`src/rtl/fdcr_pkg.sv`:
```
// Package: register map, field positions, modes and carrier types
package fdcr_pkg;

    // ------------------------------------------------------------
    // Register indices (byte address is four times the index)
    // ------------------------------------------------------------
    localparam logic [9:0] FDCR_PIN_STATUS_IDX  = 10'h3F1;
    localparam logic [9:0] FDCR_DRIVE_CTRL_IDX  = 10'h3F2;
    localparam logic [9:0] FDCR_TAPE_ASSIGN_IDX = 10'h3F3;
    localparam logic [9:0] FDCR_DIGITAL_IN_IDX  = 10'h3F7;

    // ------------------------------------------------------------
    // Drive control fields
    // ------------------------------------------------------------
    localparam int FDCR_DC_DRV_LO    = 0;
    localparam int FDCR_DC_RESET_N   = 2;
    localparam int FDCR_DC_DMA_EN    = 3;
    localparam int FDCR_DC_MOT0      = 4;
    localparam int FDCR_DC_MOT1      = 5;
    localparam logic [7:0] FDCR_DC_RESET_VAL = 8'h00;
    localparam logic [1:0] FDCR_TAPE_RESET_VAL = 2'h0;
    localparam logic [7:0] FDCR_DRVTYPE_RESET_VAL = 8'h00;

    // ------------------------------------------------------------
    // Modes and carriers
    // ------------------------------------------------------------
    typedef enum logic [1:0] {
        FDCR_MODE_AT,
        FDCR_MODE_ENH,
        FDCR_MODE_ALT
    } fdcr_mode_t;

    typedef struct packed {
        logic rdata_n;
        logic wdata_n;
    } fdcr_pins_t;

    typedef struct packed {
        logic drive0_select_n;
        logic drive1_select_n;
        logic motor0_n;
        logic motor1_n;
    } fdcr_drive_out_t;

endpackage

```
`src/rtl/fdcr_regs.sv`:
```
// Floppy drive control and status register bank with Wishbone slave
// What this block does
// - AT mode: pin status read returns nothing; bus reads zero instead.
// - Enhanced mode: bits 7,6 read one; bit2 write gate; bit1 zero; bit0 motor 0.
// - Enhanced mode: bit 3 toggles on each inactive read data edge.
// - Enhanced mode: bit 4 toggles on each inactive write data edge.
// - Motor status low after hardware reset, kept over soft reset.
// - Enhanced mode: bit 5 mirrors drive number bit 0.
// - Alternate mode: bit 2 latches rising write gate, cleared by input read.
// - Alternate mode: bits 3,4 latch inactive data edges, cleared likewise.
// - Alternate write data latch ignores write gate.
// - Alternate mode: bit5 select0 low-active; bits 6,1,0 read one.
// - Drive control writable anytime; soft reset keeps it; hard reset zeroes.
// - Drive control bits 1:0 binary drive number, at most one drive selected.
// - Bit 2 zero holds controller reset until one written.
// - AT and alternate modes: bit 3 enables DMA and interrupts.
// - Enhanced mode: DMA and interrupts always enabled.
// - Bit 4 drives motor 0 active, bit 5 motor 1; bits 6-7 unsupported motors.
// - Normal decode: drive 00 with bit4 selects 0, 01 with bit5 selects 1.
// - Swapped decode exchanges selects and motor bits.
// - Tape select bits 1:0 encode tape drive number.
// - Soft reset leaves tape register unchanged.
// - Normal floppy mode: tape register reads zero in bits 7:2.
// - Enhanced floppy mode 2: type id, boot drive, tape select fields.
// - Boot drive field reads zero.
// - Drive type picks config pair by drive number.
//
// The Wishbone interface to the registers was left to the implementer.
`timescale 1ns/1ps
module fdcr_regs
    import fdcr_pkg::*;
(
    // Clock and reset
    input  wire logic            clk_i,
    input  wire logic            rst_i,
    // Wishbone slave
    input  wire logic            wb_cyc_i,
    input  wire logic            wb_stb_i,
    input  wire logic            wb_we_i,
    input  wire logic [11:0]     wb_adr_i,
    input  wire logic [3:0]      wb_sel_i,
    input  wire logic [31:0]     wb_dat_i,
    output logic      [31:0]     wb_dat_o,
    output logic                 wb_ack_o,
    // Configuration
    input  wire fdcr_mode_t      mode_i,
    input  wire logic            swap_decode_i,
    input  wire logic            enhanced_floppy_mode_2_i,
    input  wire logic [7:0]      drive_type_cfg_i,
    // Drive interface
    input  wire fdcr_pins_t      pins_i,
    input  wire logic            write_gate_i,
    output fdcr_drive_out_t      drive_o,
    output logic                 dma_irq_enable_o,
    output logic                 soft_reset_o
);

    // ------------------------------------------------------------
    // State
    // ------------------------------------------------------------
    typedef struct packed {
        logic [1:0]      rd_s1;
        logic [1:0]      rd_s2;
        logic [1:0]      rd_d;
        logic            wg_d;
        logic [7:0]      ctrl;
        logic [1:0]      tape;
        logic            rd_tog;
        logic            wd_tog;
        logic            wg_lat;
        logic            rd_lat;
        logic            wd_lat;
        logic [31:0]     dat;
        logic            ack;
        fdcr_drive_out_t drv;
        logic            dma_en;
        logic            srst;
    } fdcr_state_t;

    fdcr_state_t state_reg;
    fdcr_state_t state_next;

    logic [9:0] idx;
    logic       req;
    logic       wr;
    logic       rd;
    logic       rd_fall;
    logic       wd_fall;
    logic       wg_rise;
    logic [7:0] pin_status;
    logic [7:0] tape_rd;
    logic [1:0] dtype;
    logic [7:0] rdata;
    logic [7:0] c;
    logic       sel0;
    logic       sel1;

    assign idx = wb_adr_i[11:2];
    assign req = wb_cyc_i && wb_stb_i && !state_reg.ack;
    assign wr  = req && wb_we_i && wb_sel_i[0];
    assign rd  = req && !wb_we_i;

    // ------------------------------------------------------------
    // Edge detection on synchronised pins
    // ------------------------------------------------------------
    // Inactive edge of an active-low data pulse is its rising edge
    assign rd_fall = state_reg.rd_s2[1] && !state_reg.rd_d[1];
    assign wd_fall = state_reg.rd_s2[0] && !state_reg.rd_d[0];
    // Write gate is our own-clock signal, no synchroniser needed
    assign wg_rise = write_gate_i && !state_reg.wg_d;

    always_comb begin
        dtype = drive_type_cfg_i[1:0];
        unique case (state_reg.ctrl[1:0])
            2'h0: dtype = drive_type_cfg_i[1:0];
            2'h1: dtype = drive_type_cfg_i[3:2];
            2'h2: dtype = drive_type_cfg_i[5:4];
            2'h3: dtype = drive_type_cfg_i[7:6];
        endcase
    end

    always_comb begin
        pin_status = 8'h00;
        unique case (mode_i)
            FDCR_MODE_ENH: begin
                pin_status = {2'h3, state_reg.ctrl[0],
                              state_reg.wd_tog, state_reg.rd_tog,
                              write_gate_i, 1'b0,
                              state_reg.ctrl[FDCR_DC_MOT0]};
            end
            FDCR_MODE_ALT: begin
                // Unsupported select lines stay inactive high
                pin_status = {1'b1, 1'b1, state_reg.drv.drive0_select_n,
                              state_reg.wd_lat, state_reg.rd_lat,
                              state_reg.wg_lat, 2'h3};
            end
            default: pin_status = 8'h00;
        endcase
    end

    always_comb begin
        if (enhanced_floppy_mode_2_i) begin
            tape_rd = {2'h0, dtype, 2'h0, state_reg.tape};
        end else begin
            tape_rd = {6'h00, state_reg.tape};
        end
    end

    always_comb begin
        rdata = 8'h00;
        if (idx == FDCR_PIN_STATUS_IDX) begin
            rdata = pin_status;
        end else if (idx == FDCR_DRIVE_CTRL_IDX) begin
            rdata = state_reg.ctrl;
        end else if (idx == FDCR_TAPE_ASSIGN_IDX) begin
            rdata = tape_rd;
        end
    end

    // ------------------------------------------------------------
    // Next state
    // ------------------------------------------------------------
    always_comb begin
        state_next = state_reg;
        c = state_reg.ctrl;
        state_next.rd_s1 = {pins_i.rdata_n, pins_i.wdata_n};
        state_next.rd_s2 = state_reg.rd_s1;
        state_next.rd_d  = state_reg.rd_s2;
        state_next.wg_d  = write_gate_i;
        state_next.ack   = req;
        state_next.dat   = {24'h000000, rdata};
        if (wr && idx == FDCR_DRIVE_CTRL_IDX) begin
            c = wb_dat_i[7:0];
        end
        if (wr && idx == FDCR_TAPE_ASSIGN_IDX) begin
            state_next.tape = wb_dat_i[1:0];
        end
        state_next.ctrl = c;
        if (rd_fall) begin
            state_next.rd_tog = !state_reg.rd_tog;
        end
        if (wd_fall) begin
            state_next.wd_tog = !state_reg.wd_tog;
        end
        // Latches cleared by input register read; set wins over clear
        if (rd && idx == FDCR_DIGITAL_IN_IDX) begin
            state_next.wg_lat = 1'b0;
            state_next.rd_lat = 1'b0;
            state_next.wd_lat = 1'b0;
        end
        if (wg_rise) begin
            state_next.wg_lat = 1'b1;
        end
        if (rd_fall) begin
            state_next.rd_lat = 1'b1;
        end
        if (wd_fall) begin
            state_next.wd_lat = 1'b1;
        end
        // Binary drive number gives at most one select
        sel0 = 1'b0;
        sel1 = 1'b0;
        if (c[1:0] == 2'h0 && c[FDCR_DC_MOT0]) begin
            sel0 = 1'b1;
        end else if (c[1:0] == 2'h1 && c[FDCR_DC_MOT1]) begin
            sel1 = 1'b1;
        end
        if (swap_decode_i) begin
            state_next.drv.drive0_select_n = !sel1;
            state_next.drv.drive1_select_n = !sel0;
            state_next.drv.motor0_n = !c[FDCR_DC_MOT1];
            state_next.drv.motor1_n = !c[FDCR_DC_MOT0];
        end else begin
            state_next.drv.drive0_select_n = !sel0;
            state_next.drv.drive1_select_n = !sel1;
            state_next.drv.motor0_n = !c[FDCR_DC_MOT0];
            state_next.drv.motor1_n = !c[FDCR_DC_MOT1];
        end
        state_next.dma_en = (mode_i == FDCR_MODE_ENH)
                          || c[FDCR_DC_DMA_EN];
        // Held for as long as the bit stays zero; 50 ns per cycle
        state_next.srst = !c[FDCR_DC_RESET_N];
    end

    // ------------------------------------------------------------
    // Registers; soft reset is an output only, nothing here obeys it
    // ------------------------------------------------------------
    always_ff @(posedge clk_i) begin
        if (rst_i) begin
            state_reg        <= '0;
            state_reg.ctrl   <= FDCR_DC_RESET_VAL;
            state_reg.tape   <= FDCR_TAPE_RESET_VAL;
            state_reg.rd_s1  <= 2'h3;
            state_reg.rd_s2  <= 2'h3;
            state_reg.rd_d   <= 2'h3;
            state_reg.drv    <= 4'hF;
            state_reg.srst   <= 1'b1;
        end else begin
            state_reg <= state_next;
        end
    end

    assign wb_dat_o         = state_reg.dat;
    assign wb_ack_o         = state_reg.ack;
    assign drive_o          = state_reg.drv;
    assign dma_irq_enable_o = state_reg.dma_en;
    assign soft_reset_o     = state_reg.srst;

endmodule

```
`config.mk`:
```
export PLATFORM = sky130hd
export DESIGN_NAME = fdcr_regs
export DESIGN_NICKNAME = d
export VERILOG_FILES = /design/src/rtl/fdcr_pkg.sv /design/src/rtl/fdcr_regs.sv
export SDC_FILE = /design/constraint.sdc
export NUM_CORES = 1
export LEC_CHECK = 0
export BUFFER_PORTS_ARGS = -buffer_cell sky130_fd_sc_hd__buf_2
export CAP_MARGIN = 30
export CORE_MARGIN = 1
export CORE_UTILIZATION = 44
export DETAILED_ROUTE_END_ITERATION = 6
export GPL_TIMING_DRIVEN = 0
export PLACE_DENSITY = 0.8
export SLEW_MARGIN = 20
export SYNTH_ARGS = -nofsm -noshare
export SYNTH_HDL_FRONTEND = slang
export SYNTH_SLANG_ARGS = --single-unit
export TNS_END_PERCENT = 10
```
`constraint.sdc`:
```
create_clock -name clk_i -period 1.7 [get_ports clk_i]
set_clock_uncertainty 0.1 [all_clocks]
set_input_delay 0.085 -clock clk_i [delete_from_list [all_inputs] [get_ports clk_i]]
set_output_delay 0.085 -clock clk_i [all_outputs]
set_load 0.02 [all_outputs]
```
* Yosys cells after proc, flatten, opt, wreduce, memory -nomap -nowiden
Cells that the tools add are included.
** Storage, ports and cells
- Register bits after elaboration :: 61
- Input port bits :: 68
- Output and inout port bits :: 39
- Logic and storage cells :: 77
** Cells by class
- Equality and inequality tests :: 10
- Muxes and demuxes :: 15
- Reduce and logical (&&, ||, !) cells :: 31
** Operators with widths (number)
- equality test 10 bit (second input constant) :: 4
- 2-to-1 mux 8 bit :: 3
- one-hot mux 8 bit (2 select lines) :: 1
- logical AND 1 bit :: 13
- logical NOT 1 bit :: 12
- 2-to-1 mux 6 bit :: 2
- one-hot mux 2 bit (4 select lines) :: 1
- equality test 2 x 1 -> 1 bit (second input constant) :: 3
- equality test 2 bit (second input constant) :: 3
- 2-to-1 mux 1 bit :: 6
- nonzero test 2 bit :: 3
- logical NOT 2 bit :: 2
- 2-to-1 mux 4 bit :: 1
- 2-to-1 mux 3 bit :: 1
- logical OR 1 bit :: 1

* Depth between registers and ports, before layout
Gate-level depths: netlist (run 1).
- Depth after elaboration :: 12
- Gate-level depth with buffers :: 6
- Mapped depth without buffers :: 6

* Least setup slack after synthesis (run 1)
No wires, ideal clock.
- Path kind :: in2reg
- Start point :: input port mode_i[0]
- End point :: register state_reg (netlist bit wb_dat_o[4])
- Library setup time :: 0.073 ns
- Arrival time :: 1.307 ns
- Data required time :: 1.527 ns
- Slack :: 0.219 ns
- Stages on the path :: 6
- Path buffers :: 1
- Path through :: inv_1 > ha_1 > or4b_4 > buf_6 > a2bb2oi_1 > a21oi_1
** Between the ends
- Cells in the longest elaborated chain, start to end :: 3
- Elaborated cells between the ends (all ways) :: 4
- Classes of those cells :: eq/ne (2); mux (2)
** Ends and longest elaborated chain
- start: declaration :: RTL line fdcr_regs.sv:46 : input wire fdcr_mode_t mode_i,
- equality test 2 bit or equality test 2 x 1 -> 1 bit (tied branches) :: RTL line fdcr_regs.sv:124 : unique case (mode_i)
- one-hot mux 8 bit (2 select lines) (*) :: RTL line fdcr_regs.sv:124
- 2-to-1 mux 8 bit (*) :: RTL line fdcr_regs.sv:151 : if (idx == FDCR_PIN_STATUS_IDX) begin
- end signal: assignment :: RTL line fdcr_regs.sv:239 : state_reg <= state_next;
- end: declaration :: RTL line fdcr_regs.sv:80 : fdcr_state_t state_reg;
Mark *: on every way between the ends. The rest lies on a longest branch, timed or not.
A chain may end at the register's enable or synchronous reset.

* Final worst setup path (run 1)
- Start point :: input port wb_adr_i[11]
- End point :: register state_reg (netlist bit wb_dat_o[4])
** Between the ends
- Cells in the longest elaborated chain, start to end :: 4
- Elaborated cells between the ends (all ways) :: 6
- Classes of those cells :: eq/ne (3); mux (3)
** Ends and longest elaborated chain
- start: declaration :: RTL line fdcr_regs.sv:40 : input wire logic [11:0] wb_adr_i,
- equality test 10 bit :: RTL line fdcr_regs.sv:155 : end else if (idx == FDCR_TAPE_ASSIGN_IDX) begin
- 2-to-1 mux 8 bit :: RTL line fdcr_regs.sv:155
- 2-to-1 mux 8 bit :: RTL line fdcr_regs.sv:153 : end else if (idx == FDCR_DRIVE_CTRL_IDX) begin
- 2-to-1 mux 8 bit (*) :: RTL line fdcr_regs.sv:151
Marks and branches as above.

==> results.md, run 1 <==
* Routed len/inst at ~11 um
* Die area at 4570 um^2
* Peak supply drop at between 0.5 and 0.6 mV
* Root buf cell: clkbuf_8
* Reg area at ~740 um^2
* Overall Global Routing Usage at approximately a fifth
* PortBufs at 53
* Cells after synthesis at approximately 210
* Worst setup EP type: flop
* CP top delay family: buffers and inverters
* Num CTS Buffers at 5
* Die width at ~68 um
* Max Fclk at between 0.6 and 0.7 GHz
* DR vias at about 1,700
* Worst Path Max Fanout at 7
* Top cells by count, synth: 37 x buf_4, 37 x dfxtp_1, 19 x nand2_1, 17 x a21oi_1
* Post-CTS setup buffer count at 0
* WP data required at between 1.5 and 2 ns
* Ys flop type: dfxtp_1
* Share of layout cells above drive strength 1 at 37.3%
* Placement Cell Area at approximately 2300 um^2
* Initial Utilization at roughly 47%
* Worst skew pair latency at between 0.2 and 0.3 ns
* CP startpoint kind: primary input
* First-pass GRT wire length at between 6000 and 7000 um
* Yosys Warn Count at 0
* Largest net degree at the start of global routing at 12
* Sequential share of the synthesized area at between 30 and 40%
* Initial antenna violation count at 0
* Total gr overflow at 0
* Area growth syn-to-layout at 33.3%
* Cell Area, Synth at roughly 1900 um^2
* DRC at 0
* Vias in the first global route at roughly 1,400
* CP Data Arrival Time at between 1.5 and 2 ns
* Crit path largest cell delay at 0.55 ns
* P_leak at ~1.2 nW
* Reg clk slew, reported paths at around 0.07 ns
* Final core utilization at between 60% and 70%
* Die height at approximately 68 um
* Antenna viol nets, final at 0
* Depth of the CTS H-tree at 2
* Area of the multi-input gates at approximately 910 um^2
* Drt pass-1 iters at 4
* Critical path's slowest cell: dlygate4sd3_1
* Status: complete, no violations
* Core Area at slightly above 4000 um^2
* Hold Fails Final Rpt at 0
* N_diodes at 0
* Gpl congestion at between 0.8 and 0.9
* Final Max Tran Viols at 0
* Vias per Instance at about 4.7
* Post-DP HPWL at between 2000 and 3000 um
* Hold Crit Class: primary input to flop
* Async S/R FF share, synth at 0%
* Avg Cell Area, Syn at approximately 9 um^2
* Final period utilization at 96.6%
* Drt initial violations at a little over 90
* CTS sink count at 37
* Non-filler cells, final at 356
* Cell variety after synth at 39
* Worst path cell trace: buf_2 -> dlygate4sd3_1 -> nand2_1 -> or4b_4 -> buf_6 -> a2bb2oi_1 -> a21oi_1
* Final setup viols at 0
* Nets@finish at 376
* Max_cap viols at 0
* Routed WL at 4080 um
* IO Pins at 107
* Tmin final at approximately 1.6 ns
* Kind of critical path: primary input to flop
* Final instance area at 2530 um^2
* Post-synth EDFFs at 0
* Filler Cell Count at between 300 and 400
* Placed insts at 335
* CTS tree: yes
* Largest register FFs at 18
* CP Buf/Inv Count at 3
* Pwr per Cell Area at 687 nW/um^2
* Synth area leader: dfxtp_1
* Maximum buffer depth of the clock tree at 2
* Post-synth top area share at 39.1%
* Row cnt at 23
* Flops & latches, synth at 37
* Area contributors post-synth: dfxtp_1 39%, buf_4 15%, a21oi_1 4.5%
[worst register-to-register path, stage by stage (launching register included)]
cell      delay, ns
dfxtp_1        0.32
and4b_1        0.33
nand4_2        0.31
a211oi_2       0.30
o21bai_1       0.09
[routing by layer]
layer / wire [um] / global-route usage, % / vias up
met1: 1750 / 22.7 / 742
met5: 0 / 0 / -
li1: - / - / 858
met3: 288 / 3.72 / 9
met4: 91 / 9.57 / 0
met2: 1950 / 31.1 / 66
[power breakdown]
| part | internal [W] | leakage (nW) | switching (W) |
|---|---|---|---|
| Combinational | 0.000128 | 0.809 | 0.000128 |
| Clock | 0.000284 | 0.0450 | 0.000311 |
| Sequential | 0.000880 | 0.301 | 0.00000565 |
| Total | 0.00129 | 1.15 | 0.000444 |
[cell families (layout without fill, tap and decap cells)]
logic type | count (synthesis) | count (layout) | synth area share [%]
AND/OR/NAND/NOR | 72 | 72 | 22.3
multiplexers | 5 | 5 | 4.03
XOR/XNOR | 2 | 2 | 0.924
adder cells (fa/ha/maj) | 3 | 3 | 1.98
other | 1 | 24 | 0.198
flip-flops | 37 | 37 | 39.1
buffers and inverters | 48 | 122 | 17.7
AO/OA/AOI/OAI | 41 | 41 | 13.8
[final cells by class]
| type | instances | share of cell area [%] |
|---|---|---|
| Sequential cell | 37 | 29.3 |
| Multi-Input combinational cell | 147 | 36.0 |
| Tap cell | 50 | 2.48 |
| Clock buffer | 6 | 2.87 |
| Clock inverter | 2 | 0.396 |
| Timing Repair Buffer | 66 | 15.6 |
| Inverter | 3 | 0.446 |
| Buffer | 45 | 12.8 |
[stage by stage]
step | hold WS, ns | total power [W] | setup WS, ns | setup TNS, ns
3_3_place_gp | 0.170 | 0.00113 | 0.0348 | 0
5_1_grt | 0.0128 | 0.00180 | -0.000734 | -0.000734
6_report | 0.000590 | 0.00174 | 0.0572 | 0
3_5_place_dp | 0.170 | 0.00113 | 0.0105 | 0
2_1_floorplan | 0.0888 | 0.00106 | 0.219 | 0
4_1_cts | 0.00219 | 0.00173 | 0.0770 | 0
[layout by cell type (no fill, tap or decap), drive strengths merged, types with 5 or more instances in the layout]
cell type	netlist	routed
conb	1	24
nor2b	9	9
dfxtp	37	37
or2	6	6
dlygate4sd3	0	13
a21oi	17	17
buf	40	93
nand2	19	19
nor2	9	9
clkbuf	5	11
a22oi	5	5
nand3b	6	6
[path summary, 6_finish.rpt]
path | endpoint | depth (start not counted) | from | slack, ns
hold / removal | state_reg[46] | 3 | wb_dat_i[0] | 0.0006
setup reg to reg | drive_o[2] | 4 | wb_ack_o | 0.14
setup / recovery | wb_dat_o[4] | 7 | wb_adr_i[11] | 0.06
hold reg to reg | state_next[56] | 1 | state_next[58] | 0.31
[repair_timing]
item	CTS	global route
endpoints found under the setup margin	0	3
resized for setup	0	1
hold buffers	13	0
hold endpoints to repair	16	0
No activity file was read; power rests on OpenSTA's default activity.
==> run 2: changes to the inputs <==
--- a/config.mk
+++ b/config.mk
@@ -7,11 +7,12 @@
 export LEC_CHECK = 0
 export BUFFER_PORTS_ARGS = -buffer_cell sky130_fd_sc_hd__buf_2
 export CAP_MARGIN = 30
+export CORE_ASPECT_RATIO = 0.75
 export CORE_MARGIN = 1
-export CORE_UTILIZATION = 44
+export CORE_UTILIZATION = 47
 export DETAILED_ROUTE_END_ITERATION = 6
 export GPL_TIMING_DRIVEN = 0
-export PLACE_DENSITY = 0.8
+export PLACE_DENSITY = 0.84
 export SLEW_MARGIN = 20
 export SYNTH_ARGS = -nofsm -noshare
 export SYNTH_HDL_FRONTEND = slang
==> constraint.sdc (replaced) <==
create_clock -name clk_i -period 1.9 [get_ports clk_i]
set_clock_uncertainty 0.1 [all_clocks]
set_input_delay 0.095 -clock clk_i [delete_from_list [all_inputs] [get_ports clk_i]]
set_output_delay 0.095 -clock clk_i [all_outputs]
set_load 0.02 [all_outputs]
==> run 2 against run 1 <==
Utilization increased by 6.2 points. First-iteration DRC count rose by 9.8%. Design area is 1.8% higher. Sequential power is 10% lower. Register-to-register slack improved by 0.23 ns. Routed wire length up 4.8%. Hold slack improved by 0.046 ns. Global-route usage rose by 1.8 points. Cell count rose by 0.84%. Die area decreased by 6.1%. Clock power is 19% higher. Sequential share of layout area down 0.51 points. Critical endpoint is now drive_o[2]. Largest power group unchanged.
==> results.md, run 2 (synthesis results as in run 1) <==
* Drt initial violations at a little over 100
* Final setup viols at 0
* Antenna viol nets, final at 0
* CTS tree: yes
* Filler Cell Count at 313
* Met1 usage at about a quarter
* Final Max Tran Viols at 0
* PortBufs at 53
* P_leak at about 1.2 nW
* Hold Fails Final Rpt at 0
* Max_cap viols at 0
* Worst skew pair latency at just under 0.3 ns
* Final period utilization at just under 90%
* Worst path cell trace: dlygate4sd3_1 -> buf_2 -> and4b_1 -> buf_4 -> nand4_2 -> a211oi_1 -> o21bai_1
* Kind of critical path: primary input to flop
* Final core utilization at around two thirds
* Drt pass-1 iters at 4
* Initial antenna violation count at 0
* Area growth syn-to-layout at 35.7%
* First-pass GRT wire length at 6570 um
* Crit path largest cell delay at between 0.5 and 0.6 ns
* Pwr per Cell Area at 675 nW/um^2
* Fin worst setup slack at approximately 0.23 ns
* DRC at 0
* RSZ-0062 raised after global routing: no
* Total gr overflow at 0
* Die area at about 4300 um^2
* Vias per Instance at around 4.7
* TNS Setup at 0 ns
* Placement Setup Slack at 0.202 ns
* Vias in the first global route at roughly 1,500
* CTS sink count at 37
* Die width at 75.3 um
* Hold Crit Class: primary input to flop
* Worst Path Max Fanout at 10
* Reg clk slew, reported paths at ~0.08 ns
* CP startpoint kind: primary input
* Peak supply drop at about 0.5 mV
* Status: complete, no violations
* Commonest non-fill, non-tap cell in the layout: buf_2
* Routed len/inst at 11.9 um
* IO Pins at around 110
* Met3 usage at between 4 and 5%
* CP Data Arrival Time at between 1.5 and 2 ns
* Core Area at around 3800 um^2
* Met2 Resource Use GR at 34.4%
* Root buf cell: clkbuf_8
* Largest net degree at the start of global routing at 13
* N_diodes at 0
* Gpl congestion at roughly 0.83
* Worst setup EP type: flop
* Critical path's slowest cell: dlygate4sd3_1
* Overall Global Routing Usage at 20.5%
* Global route hottest layer: met2
* Post-DP HPWL at between 3000 and 4000 um
* Tmin final at approximately 1.7 ns
* DR vias at about 1,700
* Commonest cells after routing, fill and taps aside: 54 x buf_2, 37 x buf_4, 37 x dfxtp_1, 24 x conb_1, 19 x nand2_1
* Depth of the CTS H-tree at 2
* Die height at roughly 57 um
* Max Fclk at 0.600 GHz
* Largest register FFs at 18
* Initial Utilization at about half
* Routed WL at 4280 um
* Row cnt at 19
* Nets@finish at approximately 380
* Hold slack at 0.0464 ns
* Maximum buffer depth of the clock tree at 2
* Num CTS Buffers at 5
* Post-CTS setup buffer count at 0
* WP data required at approximately 2.0 ns
* Share of layout cells above drive strength 1 at 37.1%
==> run 2: cell count changes in the layout (fill, tap and decap cells not counted) <==
| cell | change |
|---|---|
| clkbuf_1 | -1 |
| clkbuf_8 | +1 |
| clkinvlp_4 | +1 |
| clkinv_2 | -2 |
| a211oi_2 | -1 |
| bufinv_16 | +1 |
| dlygate4sd3_1 | +1 |
| a211oi_1 | +1 |
==> run 2: path summary, 6_finish.rpt <==
kind,from,end,slack [ns],depth (start not counted)
max,wb_adr_i[11],drive_o[2],0.23,7
min,wb_adr_i[3],wb_dat_o[1],0.05,3
max reg2reg,wb_ack_o,drive_o[2],0.37,4
min reg2reg,state_next[58],state_next[56],0.31,1
==> run 2: report_power, final <==
group	internal, W	switching [W]
Clock	0.000427	0.000282
Sequential	0.000788	0.00000510
Combinational	0.000116	0.000119
==> run 2: cell type report <==
| class | instances | area [um^2] | share of cell area, % |
|---|---|---|---|
| Buffer | 45 | 324 | 12.6 |
| Clock buffer | 6 | 82.6 | 3.21 |
| Clock inverter | 2 | 37.5 | 1.46 |
| Inverter | 3 | 11.3 | 0.438 |
| Multi-Input combinational cell | 147 | 906 | 35.2 |
| Sequential cell | 37 | 741 | 28.8 |
| Tap cell | 52 | 65.1 | 2.53 |
| Timing Repair Buffer | 67 | 405 | 15.8 |
==> run 2: timing repair <==
item                      4_1_cts  5_1_grt
hold buffers                   14        0
resized for setup               0        0
hold endpoints to repair       15        0
==> run 2: routing by layer <==
metal	share of wire, %	vias up	wire length (um)
met5	0	-	0
met4	1.4	0	61
met3	7.0	7	299
met2	47	70	2020
met1	44	764	1900
li1	-	863	-
==> run 2: metrics by stage <==
step	power, W	cells	instance area [um^2]
finish	0.00174	359	2570
global route	0.00181	359	2570
CTS	0.00175	359	2570
detailed placement	0.00102	337	2310
global placement	0.00101	337	2310
floorplan	0.000952	232	1980
==> run 2: critical path: cells and delay by family <==
family | cells | cell delay (ns)
buffers and inverters | 3 | 0.81
and+or+nand+nor | 2 | 0.48
AOI/OAI and AO/OA | 2 | 0.36
==> run 3: changes to the inputs <==
--- a/config.mk
+++ b/config.mk
@@ -9,10 +9,10 @@
 export CAP_MARGIN = 30
 export CORE_ASPECT_RATIO = 0.75
 export CORE_MARGIN = 1
-export CORE_UTILIZATION = 47
+export CORE_UTILIZATION = 44
 export DETAILED_ROUTE_END_ITERATION = 6
 export GPL_TIMING_DRIVEN = 0
-export PLACE_DENSITY = 0.84
+export PLACE_DENSITY = 0.8
 export SLEW_MARGIN = 20
 export SYNTH_ARGS = -nofsm -noshare
 export SYNTH_HDL_FRONTEND = slang
==> constraint.sdc (replaced) <==
create_clock -name clk_i -period 1.8 [get_ports clk_i]
set_clock_uncertainty 0.1 [all_clocks]
set_input_delay 0.09 -clock clk_i [delete_from_list [all_inputs] [get_ports clk_i]]
set_output_delay 0.09 -clock clk_i [all_outputs]
set_load 0.02 [all_outputs]
==> run 3 against run 2 <==
Design area decreased by 1.1%. Non-clock buffer count unchanged. Cell count increased by 0.84%. Die area increased by 6.6%. Critical path depth unchanged. Power decreased by 5.9%. Largest cell class unchanged.
==> results.md, run 3 (synthesis results as in run 1) <==
* CP startpoint kind: primary input
* Status: complete, no violations
* Hold slack at about 0.015 ns
* Root buf cell: clkbuf_8
* PortBufs at 53
* Max Fclk at just over 0.6 GHz
* Crit path largest cell delay at ~0.52 ns
* IO Pins at about 110
* Vias in the first global route at 1,515
* Tmin final at approximately 1.7 ns
* DRC at 0
* Reg clk slew, reported paths at 0.07 ns
* Initial Utilization at 46.5%
* WP data required at between 1.5 and 2 ns
* Critical path's slowest cell: dlygate4sd3_1
* Row cnt at 20
* Final period utilization at about nine tenths
* Antenna viol nets, final at 0
* Worst setup EP type: flop
* TNS Setup at 0 ns
* Commonest non-fill, non-tap cell in the layout: buf_2
* Routed len/inst at between 10 and 15 um
* CTS sink count at 37
* Post-CTS setup buffer count at 0
* CP Buf/Inv Count at 3
* Drt pass-1 iters at 4
* Die area at roughly 4600 um^2
* Largest register FFs at 18
* Largest net degree at the start of global routing at 12
* Filler Cell Count at between 300 and 400
* Num CTS Buffers at 5
* Post-DP HPWL at between 3000 and 4000 um
* Maximum buffer depth of the clock tree at 2
* CP Data Arrival Time at approximately 1.7 ns
* Hold Fails Final Rpt at 0
* Area of the multi-input gates at roughly 910 um^2
* Max_cap viols at 0
* Core Area at 4080 um^2
* Total power at approximately 0.0016 W
* Routed WL at roughly 4200 um
* CTS tree: yes
* Total gr overflow at 0
* First-pass GRT wire length at roughly 6700 um
* N_diodes at 0
* Share of layout cells above drive strength 1 at roughly 37%
* P_leak at ~1.2 nW
* Commonest cells after routing, fill and taps aside: 54 x buf_2, 37 x buf_4, 37 x dfxtp_1, 24 x conb_1, 19 x nand2_1
* Initial antenna violation count at 0
* Kind of critical path: primary input to flop
* Gpl congestion at 0.806
* Depth of the CTS H-tree at 2
* Drt initial violations at 43
* RSZ-0062 raised after global routing: no
* Final Max Tran Viols at 0
* Die height at around 60 um
* Nets@finish at between 300 and 400
* Peak supply drop at 0.440 mV
* Worst Path Max Fanout at 10
* Worst path cell trace: dlygate4sd3_1 -> buf_2 -> and4b_1 -> buf_4 -> nand4_2 -> a211oi_1 -> o21bai_1
* Vias per Instance at ~4.6
* Worst skew pair latency at 0.29 ns
* Die width at 77.8 um
* CP top delay family: buffers and inverters
* Pwr per Cell Area at between 600 and 700 nW/um^2
* Overall Global Routing Usage at approximately a fifth
* Reg area at roughly 740 um^2
* DR vias at 1,670
* Final setup viols at 0
* Area growth syn-to-layout at 34.2%
* Hold Crit Class: primary input to flop
-- run 3: cell types whose count changed in the layout (fill, tap and decap cells not counted), sizes merged --
cell / delta
clkinv: +2
bufinv: -1
clkinvlp: -1
-- run 3: repair_timing --
action                                  in CTS  in global routing
hold buffers                                14                  0
hold endpoints to repair                    15                  0
gates resized for setup                      0                  1
endpoints found under the setup margin       0                  1
-- run 3: final timing paths --
kind	slack, ns	to	cells after the start	startpoint
hold / removal	0.01	state_reg[45]	3	rst_i
hold reg to reg	0.31	state_next[56]	1	state_next[58]
setup / recovery	0.15	drive_o[2]	7	wb_adr_i[11]
setup reg to reg	0.27	drive_o[2]	4	wb_ack_o
-- run 3: area by class of cell --
| type | count | share of cell area [%] |
|---|---|---|
| multi-input combinational | 147 | 35.8 |
| sequential | 37 | 29.1 |
| timing repair buffer | 67 | 15.9 |
| buffer | 45 | 12.7 |
| clock buffer | 6 | 2.85 |
| tap | 55 | 2.71 |
| inverter | 3 | 0.443 |
| clock inverter | 2 | 0.394 |
-- run 3: where the power goes --
| part | internal [W] | total [W] | switching [W] |
|---|---|---|---|
| Clock | 0.000268 | 0.000551 | 0.000283 |
| Sequential | 0.000832 | 0.000837 | 0.00000533 |
| Combinational | 0.000123 | 0.000247 | 0.000124 |
| Total | 0.00122 | 0.00164 | 0.000413 |
-- run 3: worst min-delay path, stage by stage --
cell and delay (ns):
buf_2 0.11, nand2b_1 0.10, o21ai_0 0.06
-- run 3: metrics by stage --
step / util, % / setup slack (ns) / cell area [um^2] / instances
4_1_cts: 62.2 / 0.139 / 2540 / 362
3_3_place_gp: 56.8 / 0.147 / 2320 / 340
5_1_grt: 62.4 / 0.00196 / 2540 / 362
6_report: 62.4 / 0.148 / 2540 / 362
2_1_floorplan: - / 0.314 / 1980 / 232
3_5_place_dp: 56.8 / 0.0746 / 2320 / 340
-- run 3: routing by layer --
layer / share of wire (%) / routed length, um / GRT usage [%]
met3: 7.1 / 298 / 4.81
met5: 0 / 0 / 0
met1: 44 / 1850 / 23.9
met2: 47 / 1990 / 31.5
met4: 1.9 / 82 / 9.43
